[config.mk]
export PLATFORM = sky130hd
export DESIGN_NAME = pbsp_port
export DESIGN_NICKNAME = d
export VERILOG_FILES = /design/src/pbsp_pkg.sv /design/src/pbsp_port.sv
export VERILOG_INCLUDE_DIRS = /design/src
export SDC_FILE = /design/constraint.sdc
export NUM_CORES = 1
export LEC_CHECK = 0
export ABC_AREA = 1
export BUFFER_PORTS_ARGS = -buffer_cell sky130_fd_sc_hd__buf_2
export CAP_MARGIN = 5
export CORE_AREA = 2 2 46 48
export CTS_BUF_LIST = sky130_fd_sc_hd__clkbuf_8
export CTS_CLUSTER_DIAMETER = 40
export DETAILED_ROUTE_END_ITERATION = 7
export DIE_AREA = 0 0 48 50
export PLACE_DENSITY = 0.68
export SLEW_MARGIN = 30
export SYNTH_ARGS = -nofsm -noshare
export SYNTH_HDL_FRONTEND = slang
export SYNTH_SLANG_ARGS = --single-unit
[constraint.sdc]
create_clock -name core_clk_i -period 2.15 [get_ports core_clk_i]
set_clock_uncertainty 0.05 [all_clocks]
set_input_delay 0.43 -clock core_clk_i [delete_from_list [all_inputs] [get_ports core_clk_i]]
set_output_delay 0.43 -clock core_clk_i [all_outputs]
set_load 0.01 [all_outputs]
[src/pbsp_defines.svh]
// Constants for the pattern buffer signalling port.
`ifndef PBSP_DEFINES_SVH
`define PBSP_DEFINES_SVH
`define PBSP_ADDR_STRAP_LOW 7'h1b
`define PBSP_ADDR_STRAP_HIGH 7'h1d
`define PBSP_IDX_RESET 2'h0
`define PBSP_IDX_STEP 2'h1
`define PBSP_SYNC_RESET 3'h0
`define PBSP_SYNC_DEPTH 2'h3
`define PBSP_FILL_RESET 2'h0
`define PBSP_FILL_STEP 2'h1
`endif

[src/pbsp_pkg.sv]
// Types shared by the pattern buffer signalling port.
package pbsp_pkg;
  typedef enum logic [1:0] {
    PBSP_ST_STRAP = 2'b00,
    PBSP_ST_LOAD = 2'b01,
    PBSP_ST_IDLE = 2'b10,
    PBSP_ST_RUN = 2'b11
  } pbsp_state_t;
  typedef struct packed {
    logic invert;
    logic [1:0] index;
    logic advance;
    logic trigger;
  } pbsp_pins_t;
  typedef struct packed {
    logic invert;
    logic advance;
    logic trigger;
  } pbsp_req_t;
endpackage

[src/pbsp_port.sv]
// Pattern buffer signalling port toward a companion FPGA.
`timescale 1ns/1ps
`include "pbsp_defines.svh"
module pbsp_port (
  input wire logic core_clk_i,
  input wire logic srst_i,
  input wire logic clk_en_i,
  input wire logic config_loaded_i,
  input wire logic buffer_ctrl_en_i,
  input wire pbsp_pkg::pbsp_req_t req_i,
  input wire logic addr_strap_pin_i,
  output pbsp_pkg::pbsp_pins_t pins_o,
  output logic buffer_index_msb_oe_o,
  output logic pins_oe_o,
  output logic [6:0] target_addr_o,
  output logic addr_valid_o
);
  import pbsp_pkg::*;

  pbsp_state_t state;
  logic [2:0] strap_sync;
  logic [1:0] index;
  logic [1:0] next_index;
  logic [1:0] strap_fill;
  logic strap_full;
  logic strap_steady;

  // Pin input passes three flops; the level is trusted once stages two and three agree.
  always_ff @(posedge core_clk_i) begin
    if (srst_i) begin
      strap_sync <= `PBSP_SYNC_RESET;
    end else if (clk_en_i) begin
      strap_sync <= {strap_sync[1:0], addr_strap_pin_i};
    end
  end

  // The strap is trusted only after all three stages hold real pin samples, not reset zeros.
  always_ff @(posedge core_clk_i) begin
    if (srst_i) begin
      strap_fill <= `PBSP_FILL_RESET;
    end else if (clk_en_i && !strap_full) begin
      strap_fill <= strap_fill + `PBSP_FILL_STEP;
    end
  end

  assign strap_full = (strap_fill == `PBSP_SYNC_DEPTH);
  assign strap_steady = (strap_sync[2] == strap_sync[1]);

  always_ff @(posedge core_clk_i) begin
    if (srst_i) begin
      state <= PBSP_ST_STRAP;
    end else if (clk_en_i) begin
      unique case (state)
        PBSP_ST_STRAP: begin
          // Leave only once the address has been taken from a settled strap.
          if (addr_valid_o) begin
            state <= PBSP_ST_LOAD;
          end
        end
        PBSP_ST_LOAD: begin
          if (config_loaded_i) begin
            state <= PBSP_ST_IDLE;
          end
        end
        PBSP_ST_IDLE: begin
          if (buffer_ctrl_en_i) begin
            state <= PBSP_ST_RUN;
          end
        end
        PBSP_ST_RUN: begin
          if (!buffer_ctrl_en_i) begin
            state <= PBSP_ST_IDLE;
          end
        end
      endcase
    end
  end

  // Address is caught once, after reset release, from the settled strap.
  always_ff @(posedge core_clk_i) begin
    if (srst_i) begin
      target_addr_o <= `PBSP_ADDR_STRAP_LOW;
      addr_valid_o <= 1'b0;
    end else if (clk_en_i) begin
      // A strap that keeps moving is never taken; the port then waits in the strap state.
      if (state == PBSP_ST_STRAP && !addr_valid_o && strap_full && strap_steady) begin
        addr_valid_o <= 1'b1;
        target_addr_o <= strap_sync[2] ? `PBSP_ADDR_STRAP_HIGH : `PBSP_ADDR_STRAP_LOW;
      end
    end
  end

  // One adder feeds both the counter and the pin so the strobe and the index cannot disagree.
  always_comb begin
    next_index = index + `PBSP_IDX_STEP;
  end

  always_ff @(posedge core_clk_i) begin
    if (srst_i) begin
      index <= `PBSP_IDX_RESET;
    end else if (clk_en_i && state == PBSP_ST_RUN && req_i.advance) begin
      index <= next_index;
    end
  end

  always_ff @(posedge core_clk_i) begin
    if (srst_i) begin
      pins_o <= '0;
    end else if (clk_en_i) begin
      if (state == PBSP_ST_RUN) begin
        pins_o.invert <= req_i.invert;
        pins_o.index <= req_i.advance ? next_index : index;
        pins_o.advance <= req_i.advance;
        pins_o.trigger <= req_i.trigger;
      end else begin
        pins_o <= '0;
      end
    end
  end

  // Shared pin is released for the strap until configuration is loaded.
  always_comb begin
    pins_oe_o = (state == PBSP_ST_IDLE) || (state == PBSP_ST_RUN);
    buffer_index_msb_oe_o = pins_oe_o;
  end
endmodule // pbsp_port

==> Yosys cells after proc, flatten, opt, wreduce, memory -nomap -nowiden <==
Cells that the tools add are included.
{ "totals": {"out_inout_bits": 15, "word_cells": 41, "ff_bits": 22} }
{ "classes": {"n_eq_ne": 9, "mux": 8, "add_sub_neg": 2, "reduce_logical": 12} }
{ "ops": {"columns": ["op", "count"], "rows": [
  ["$mux W2", 5],
  ["$ne A2 B2 Y1 const B", 4],
  ["$pmux W2 S4", 1],
  ["$eq A2 B2 Y1 const B", 3],
  ["$logic_and A1 B1 Y1", 6],
  ["$mux W5", 1],
  ["$reduce_and A5 Y1", 1],
  ["$add A2 B1 Y2 const B", 2],
  ["$mux W3", 1],
  ["$eq A2 B1 Y1 const B", 1],
  ["$logic_not A1 Y1", 2],
  ["$logic_not A2 Y1", 1],
  ["$reduce_and A2 Y1", 1],
  ["$eq A1 B1 Y1", 1],
  ["$logic_or A1 B1 Y1", 1]
]} }

==> Logic depth before layout (Yosys ltp) <==
Gate-level depths: netlist of run 1.
{ "logic_depth": {"depth_word": 5, "mapped_depth": 7, "mapped_depth_nobuf": 7} }

==> Worst setup path before layout of run 1 <==
No wires, ideal clock.
{ "synth_path": {"path_type": "reg2out", "start": "reg state[1]", "end": "out pins_oe_o", "path_slack_ps": 968, "t_required_ps": 1670, "t_arrival_ps": 702, "path_buffers": 2, "stages_incl_launch_ff": 3, "path_cell_list": "dfxtp_1 > clkbuf_1 > buf_4"} }
{ "synth_via": {"elab_chain_cells": 2, "elab_cells_between_ends": 3, "classes_between": "eq/ne (2); reduce/logical (1)"} }
{ "synth_lines": {"columns": ["item", "line", "source"], "rows": [
  ["start: declaration", "pbsp_port.sv:20", "pbsp_state_t state;"],
  ["start signal: assignment", "pbsp_port.sv:51", "state <= PBSP_ST_STRAP;"],
  ["start signal: assignment", "pbsp_port.sv:57", "state <= PBSP_ST_LOAD;"],
  ["start signal: assignment", "pbsp_port.sv:62", "state <= PBSP_ST_IDLE;"],
  ["$eq A2 B2 Y1", "pbsp_port.sv:123", "pins_oe_o = (state == PBSP_ST_IDLE) || (state == PBSP_ST_RUN);"],
  ["$logic_or A1 B1 Y1 (*)", "pbsp_port.sv:123", null],
  ["end: declaration", "pbsp_port.sv:14", "output logic pins_oe_o,"]
]} }
Mark *: on every way between the ends. The rest lies on a longest branch, timed or not.

==> Worst setup path after layout of run 1 <==
{ "layout_path": {"start": "reg state[1]", "end": "out buffer_index_msb_oe_o"} }
{ "layout_via": {"elab_chain_cells": 2, "elab_cells_between_ends": 3, "classes_between": "eq/ne (2); reduce/logical (1)"} }
{ "layout_lines": {"columns": ["item", "line", "source"], "rows": [
  ["$eq A2 B2 Y1", "pbsp_port.sv:123", null],
  ["$logic_or A1 B1 Y1 (*)", "pbsp_port.sv:123", null],
  ["end: declaration", "pbsp_port.sv:13", "output logic buffer_index_msb_oe_o,"]
]} }
Marked as above.

==> results of run 1 <==
[worst min-delay path by stage]
stage	end	depth (start not counted)
3_5_place_dp	target_addr_o[1]	2
4_1_cts	strap_sync[0]	3
5_1_grt	strap_sync[0]	3
2_1_floorplan	strap_fill[1]	2
6_report	strap_sync[0]	3
3_3_place_gp	strap_fill[1]	2
[kinds of logic after synthesis]
logic type	synth area share, %
adders and majority gates	1.592
DFF	43.31
buffers and inverters	14.49
and+or+nand+nor	25.00
other	0.9558
AOI/OAI and AO/OA	13.53
xor gates and xnor gates	1.115
[sequential cells by signal (all words and copies together) (netlist names)]
register and cells:
strap_fill 2, pins_o 5, index 2, addr_valid_o 1, strap_sync 3, state 2
target_addr_o 2
[worst register-to-register path, stage by stage (launching register included)]
cell	delay [ns]
dfxtp_1	0.33
ha_1	0.18
nand2_1	0.08
a21oi_2	0.17
nand3_2	0.11
nand2_1	0.08
nand3_1	0.05
[area by class of cell]
type,instances,area (um2)
Timing Repair Buffer,18,90.09
Inverter,14,52.55
Clock buffer,3,41.29
Fill cell,208,997.2
Tap cell,27,33.78
Clock inverter,1,3.754
Sequential cell,17,340.3
Multi-Input combinational cell,67,342.8
[cells in the mapped netlist]
| master | number | share of area, % |
|---|---|---|
| o21a_1 | 1 | 0.96 |
| nand2_1 | 20 | 9.6 |
| nand2_2 | 1 | 0.80 |
| nor2_2 | 1 | 0.80 |
| nand4_1 | 1 | 0.80 |
| inv_2 | 3 | 1.4 |
| inv_1 | 11 | 5.3 |
| conb_1 | 2 | 0.96 |
| dfxtp_1 | 17 | 43 |
| a21oi_2 | 1 | 1.1 |
| buf_2 | 1 | 0.64 |
| a21oi_1 | 11 | 7.0 |
| clkbuf_1 | 1 | 0.48 |
| ha_1 | 1 | 1.6 |
| nor2_1 | 6 | 2.9 |
| nand3_1 | 6 | 3.8 |
| o21ai_0 | 3 | 1.9 |
| o21ai_1 | 4 | 2.5 |
| nand3_2 | 3 | 3.8 |
| buf_4 | 7 | 6.7 |
| or2_4 | 1 | 1.1 |
| xor2_1 | 1 | 1.1 |
| nor2_4 | 1 | 1.4 |
[power by group]
| group | total, W | internal (W) | switching (W) |
|---|---|---|---|
| Clock | 0.000230 | 0.000127 | 0.000103 |
| Combinational | 0.0000512 | 0.0000183 | 0.0000329 |
| Sequential | 0.000329 | 0.000324 | 0.00000542 |
[through the flow]
stage | instances | total power (W) | hold slack (ns) | worst slack (ns)
after global routing | 147 | 0.0006398 | 0.3565 | 0.7627
final | 147 | 0.0006104 | 0.3547 | 0.8181
after CTS | 147 | 0.0006216 | 0.3518 | 0.8065
after floorplan | 107 | 0.0003799 | 0.3776 | 0.9675
after detailed placement | 143 | 0.0003878 | 0.3996 | 0.8666
after global placement | 143 | 0.0003849 | 0.3879 | 0.8970
[per-layer routing]
metal / up-vias / part of all wire (%)
li1: 346 / -
met1: 293 / 43
met3: 5 / 7.9
met4: 0 / 2.5
met2: 25 / 47
met5: - / 0
==> flow_summary_export.csv, run 1 <==
group,metric,value,unit
floorplanning,start_util,41.32,%
setup_path,crit_fanout,6,
setup_path,path_buf_inv,1,
finish,final_core_util,47.57,%
finish,drive_above_1_share,26.67,%
sta,fin_crit,1.332,ns
setup_path,worst-path-stages,1,
clock_tree,cts-root-buf,"clkbuf_8",
clock_tree,path_clk_slew,0.06,ns
placement,portBuffers,18,
drt,drc_errors,0,
drt,dr_total_vias,669,
flow_run,drv_cap,0,
setup_path,path_cells,"buf_2",
setup_path,cp-start-kind,"flop",
clock_tree,cts_resized,0,
hold_path,min_from,"addr_strap_pin_i",
drt,drtPass1Iterations,4,
floorplanning,die_y,50,um
global_routing,grt_usage,13.65,%
placement,place.gp.congestion,0.7234,
synth,ys_seq_elements,17,
clock_tree,post-cts-setup-buffers,0,
setup_path,worstSetupEndpoint,"buffer_index_msb_oe_o",
global_routing,antenna_found_initial,0,
placement,dp_hpwl,1074,um
finish,layout_common_cells,"nand2_1, buf_2, dfxtp_1",
setup_path,critPathKind,"reg -> out",
drt,wl_per_cell,9.633,um
synth,synth_warnings,0,
synth,synth.distinct_cells,23,
clock_tree,ctsHoldBuffers,0,
floorplanning,dieArea,0.002400,mm2
global_routing,busiest_layer,"met2",
global_routing,grt_max_degree,11,
floorplanning,core,0.001902,mm2
clock_tree,cts_buffer_depth,2,
sta,hold_viol,0,
sta,fmax,750.8,MHz
sta,slew_viol_final,0,
global_routing,grt_pass1_vias,532,
placement,place_area,859.6,um2
global_routing,grt_remaining_overflow,0,
setup_path,cp_top_family,"flip-flops",
run_status,status,"completed",
setup_path,max_stage_delay,0.43,ns
setup_path,end_kind,"output port",
finish,area_delta_synth_final,15.13,%
synth,ys_seq_area_share,43.31,%
setup_path,crit_required,1.67,ns
global_routing,grt_pass1_wl,2194,um
sta,grt_setup_unrepaired,"no",
setup_path,crit_slowest_cell,"dfxtp_1",
synth,avgSynthCellArea,7.555,um2
setup_path,r2r_cells,6,
setup_path,r2r-end,"target_addr_o[1]",
hold_path,hold_class,"in -> reg",
finish,nets,131,
global_routing,grt.met3_usage,6.593,%
synth,synthCells,104,
global_routing,grtUsageMet1,15.37,%
global_routing,grtUsageMet2,20.00,%
drt,detail-route-antenna-nets,0,
clock_tree,clk_latency,0.25,ns
finish,final_cell_area,904.6,um2
sta,fin_setup_tns,0,ns
setup_path,crit_start,"state[1]",
floorplanning,pin_count,24,
setup_path,arrival,0.85,ns
power,leakage,0.4463,nW
clock_tree,cts.sinks,17,
finish,final_common_cell,"nand2_1",
drt,vias_per_cell,4.551,
power,ir_worst_vdd,0.5047,mV
floorplanning,die_x,48,um
synth,syn-cell-area,785.8,um2
clock_tree,cts_tree,"built",
sta,finalSetupViolations,0,
clock_tree,h-tree-depth,1,
clock_tree,numCtsBuffers,3,
drt,routed_wl,1416,um
finish,n_antenna_cell,0,
floorplanning,fp-row-count,16,
power,p_per_area,674.7,mW/mm2
setup_path,r2r_start,"strap_fill[0]",
setup_path,reg2reg_slack,1.01,ns
drt,drt-initial-drc-count,4,
sta,finalCritPeriodShare,61.95,%
Power figures use the tool's default switching activity.
==> run 2, diff against run 1 <==
Clock period 2.15 ns to 1.4 ns, I/O delays scaled along.
==> flow_summary_export.csv, run 2 (same netlist as run 1, synthesis figures left out) <==
group,metric,value,unit
run_status,status,"completed",
clock_tree,cts_resized,0,
sta,hold_viol,0,
finish,reg_top3,"pins_o: 5 flops, strap_sync: 3 flops",
drt,wl_per_cell,9.565,um
floorplanning,core,0.001902,mm2
setup_path,critPathKind,"reg -> out",
finish,layout_common_cells,"nand2_1, buf_2, dfxtp_1",
setup_path,crit_fanout,6,
power,ir_worst_vdd,0.6662,mV
setup_path,max_stage_delay,0.43,ns
power,p_per_area,1046,mW/mm2
global_routing,grt_remaining_overflow,0,
floorplanning,dieArea,0.002400,mm2
clock_tree,cts.sinks,17,
hold_path,hold_class,"in -> reg",
clock_tree,h-tree-depth,1,
sta,fin_crit,1.175,ns
setup_path,end_kind,"output port",
finish,final_core_util,47.63,%
finish,final_common_cell,"nand2_1",
setup_path,cp_top_family,"flip-flops",
clock_tree,cts_buffer_depth,2,
finish,fin_cells,147,
global_routing,antenna_found_initial,0,
finish,final_cell_area,905.9,um2
drt,wl_met1,638,um
finish,top_register,"pins_o",
drt,wl_met2,633,um
drt,vias_per_cell,4.510,
clock_tree,ctsHoldBuffers,0,
clock_tree,cts_tree,"built",
floorplanning,die_x,48,um
finish,nets,131,
finish,n_antenna_cell,0,
power,totalPowerFinal,0.0009472,W
sta,finalSetupViolations,0,
clock_tree,post-cts-setup-buffers,0,
placement,portBuffers,18,
global_routing,grt_max_degree,11,
sta,grt_setup_unrepaired,"no",
placement,placedCellCount,143,
sta,fmax,850.9,MHz
global_routing,grt_usage,13.59,%
placement,place_area,859.6,um2
clock_tree,cts-root-buf,"clkbuf_8",
finish,multi_input_area,342.8,um2
drt,dr_total_vias,663,
setup_path,crit_slowest_cell,"dfxtp_1",
clock_tree,clk_latency,0.25,ns
drt,detail-route-antenna-nets,0,
drt,drc_errors,0,
sta,slew_viol_final,0,
clock_tree,path_clk_slew,0.07,ns
drt,drt-initial-drc-count,7,
drt,drtPass1Iterations,4,
finish,drive_above_1_share,27.50,%
power,leakage,0.4449,nW
drt,top_layer,"met4",
clock_tree,numCtsBuffers,3,
setup_path,arrival,0.85,ns
sta,finalCritPeriodShare,83.95,%
drt,routed_wl,1406,um
setup_path,crit_required,1.07,ns
floorplanning,start_util,41.32,%
flow_run,drv_cap,0,
floorplanning,die_y,50,um
global_routing,grt_pass1_vias,571,
finish,fill_cells,210,
sta,fin_setup_tns,0,ns
drt,route.met3.wl,90,um
finish,largest_reg_flops,5,
floorplanning,pin_count,24,
setup_path,path_cells,"buf_2",
finish,seqCellArea,340.3,um2
placement,place.gp.congestion,0.7386,
placement,dp_hpwl,1082,um
finish,area_delta_synth_final,15.29,%
setup_path,path_buf_inv,1,
floorplanning,fp-row-count,16,
global_routing,grt_pass1_wl,2283,um
setup_path,cp-start-kind,"flop",
[run 2: layout make-up]
type                       count  share of cell area, %
clock buffer                   3                  4.558
timing repair buffer          18                  9.945
multi-input combinational     67                  37.85
tap                           27                  3.729
sequential                    17                  37.57
clock inverter                 1                 0.5525
inverter                      14                  5.801
[run 2: final timing paths]
| kind | startpoint | end | slack (ns) | cells past startpoint |
|---|---|---|---|---|
| worst min register to register | strap_fill[1] | strap_fill[1] | 0.40 | 2 |
| worst max-delay path | state[1] | buffer_index_msb_oe_o | 0.22 | 1 |
| worst min-delay path | addr_strap_pin_i | strap_sync[0] | 0.20 | 3 |
| worst max register to register | strap_fill[0] | target_addr_o[2] | 0.26 | 6 |
[run 2: stage by stage]
stage               setup WS (ns)  hold slack (ns)
global route               0.1649           0.2283
CTS                        0.2085           0.1951
detailed placement         0.2483           0.3971
finish                     0.2247           0.2011
floorplan                  0.3457           0.3649
global placement           0.2612           0.3882
[run 2: per-layer routing]
layer,GRT usage [%],vias up
met4,9.459,0
met1,16.74,282
li1,-,351
met5,0,-
met3,3.297,5
met2,19.78,25
[run 2: power breakdown]
group          internal, W  switching (W)
combinational    0.0000276      0.0000494
sequential        0.000498     0.00000861
clock             0.000197       0.000167
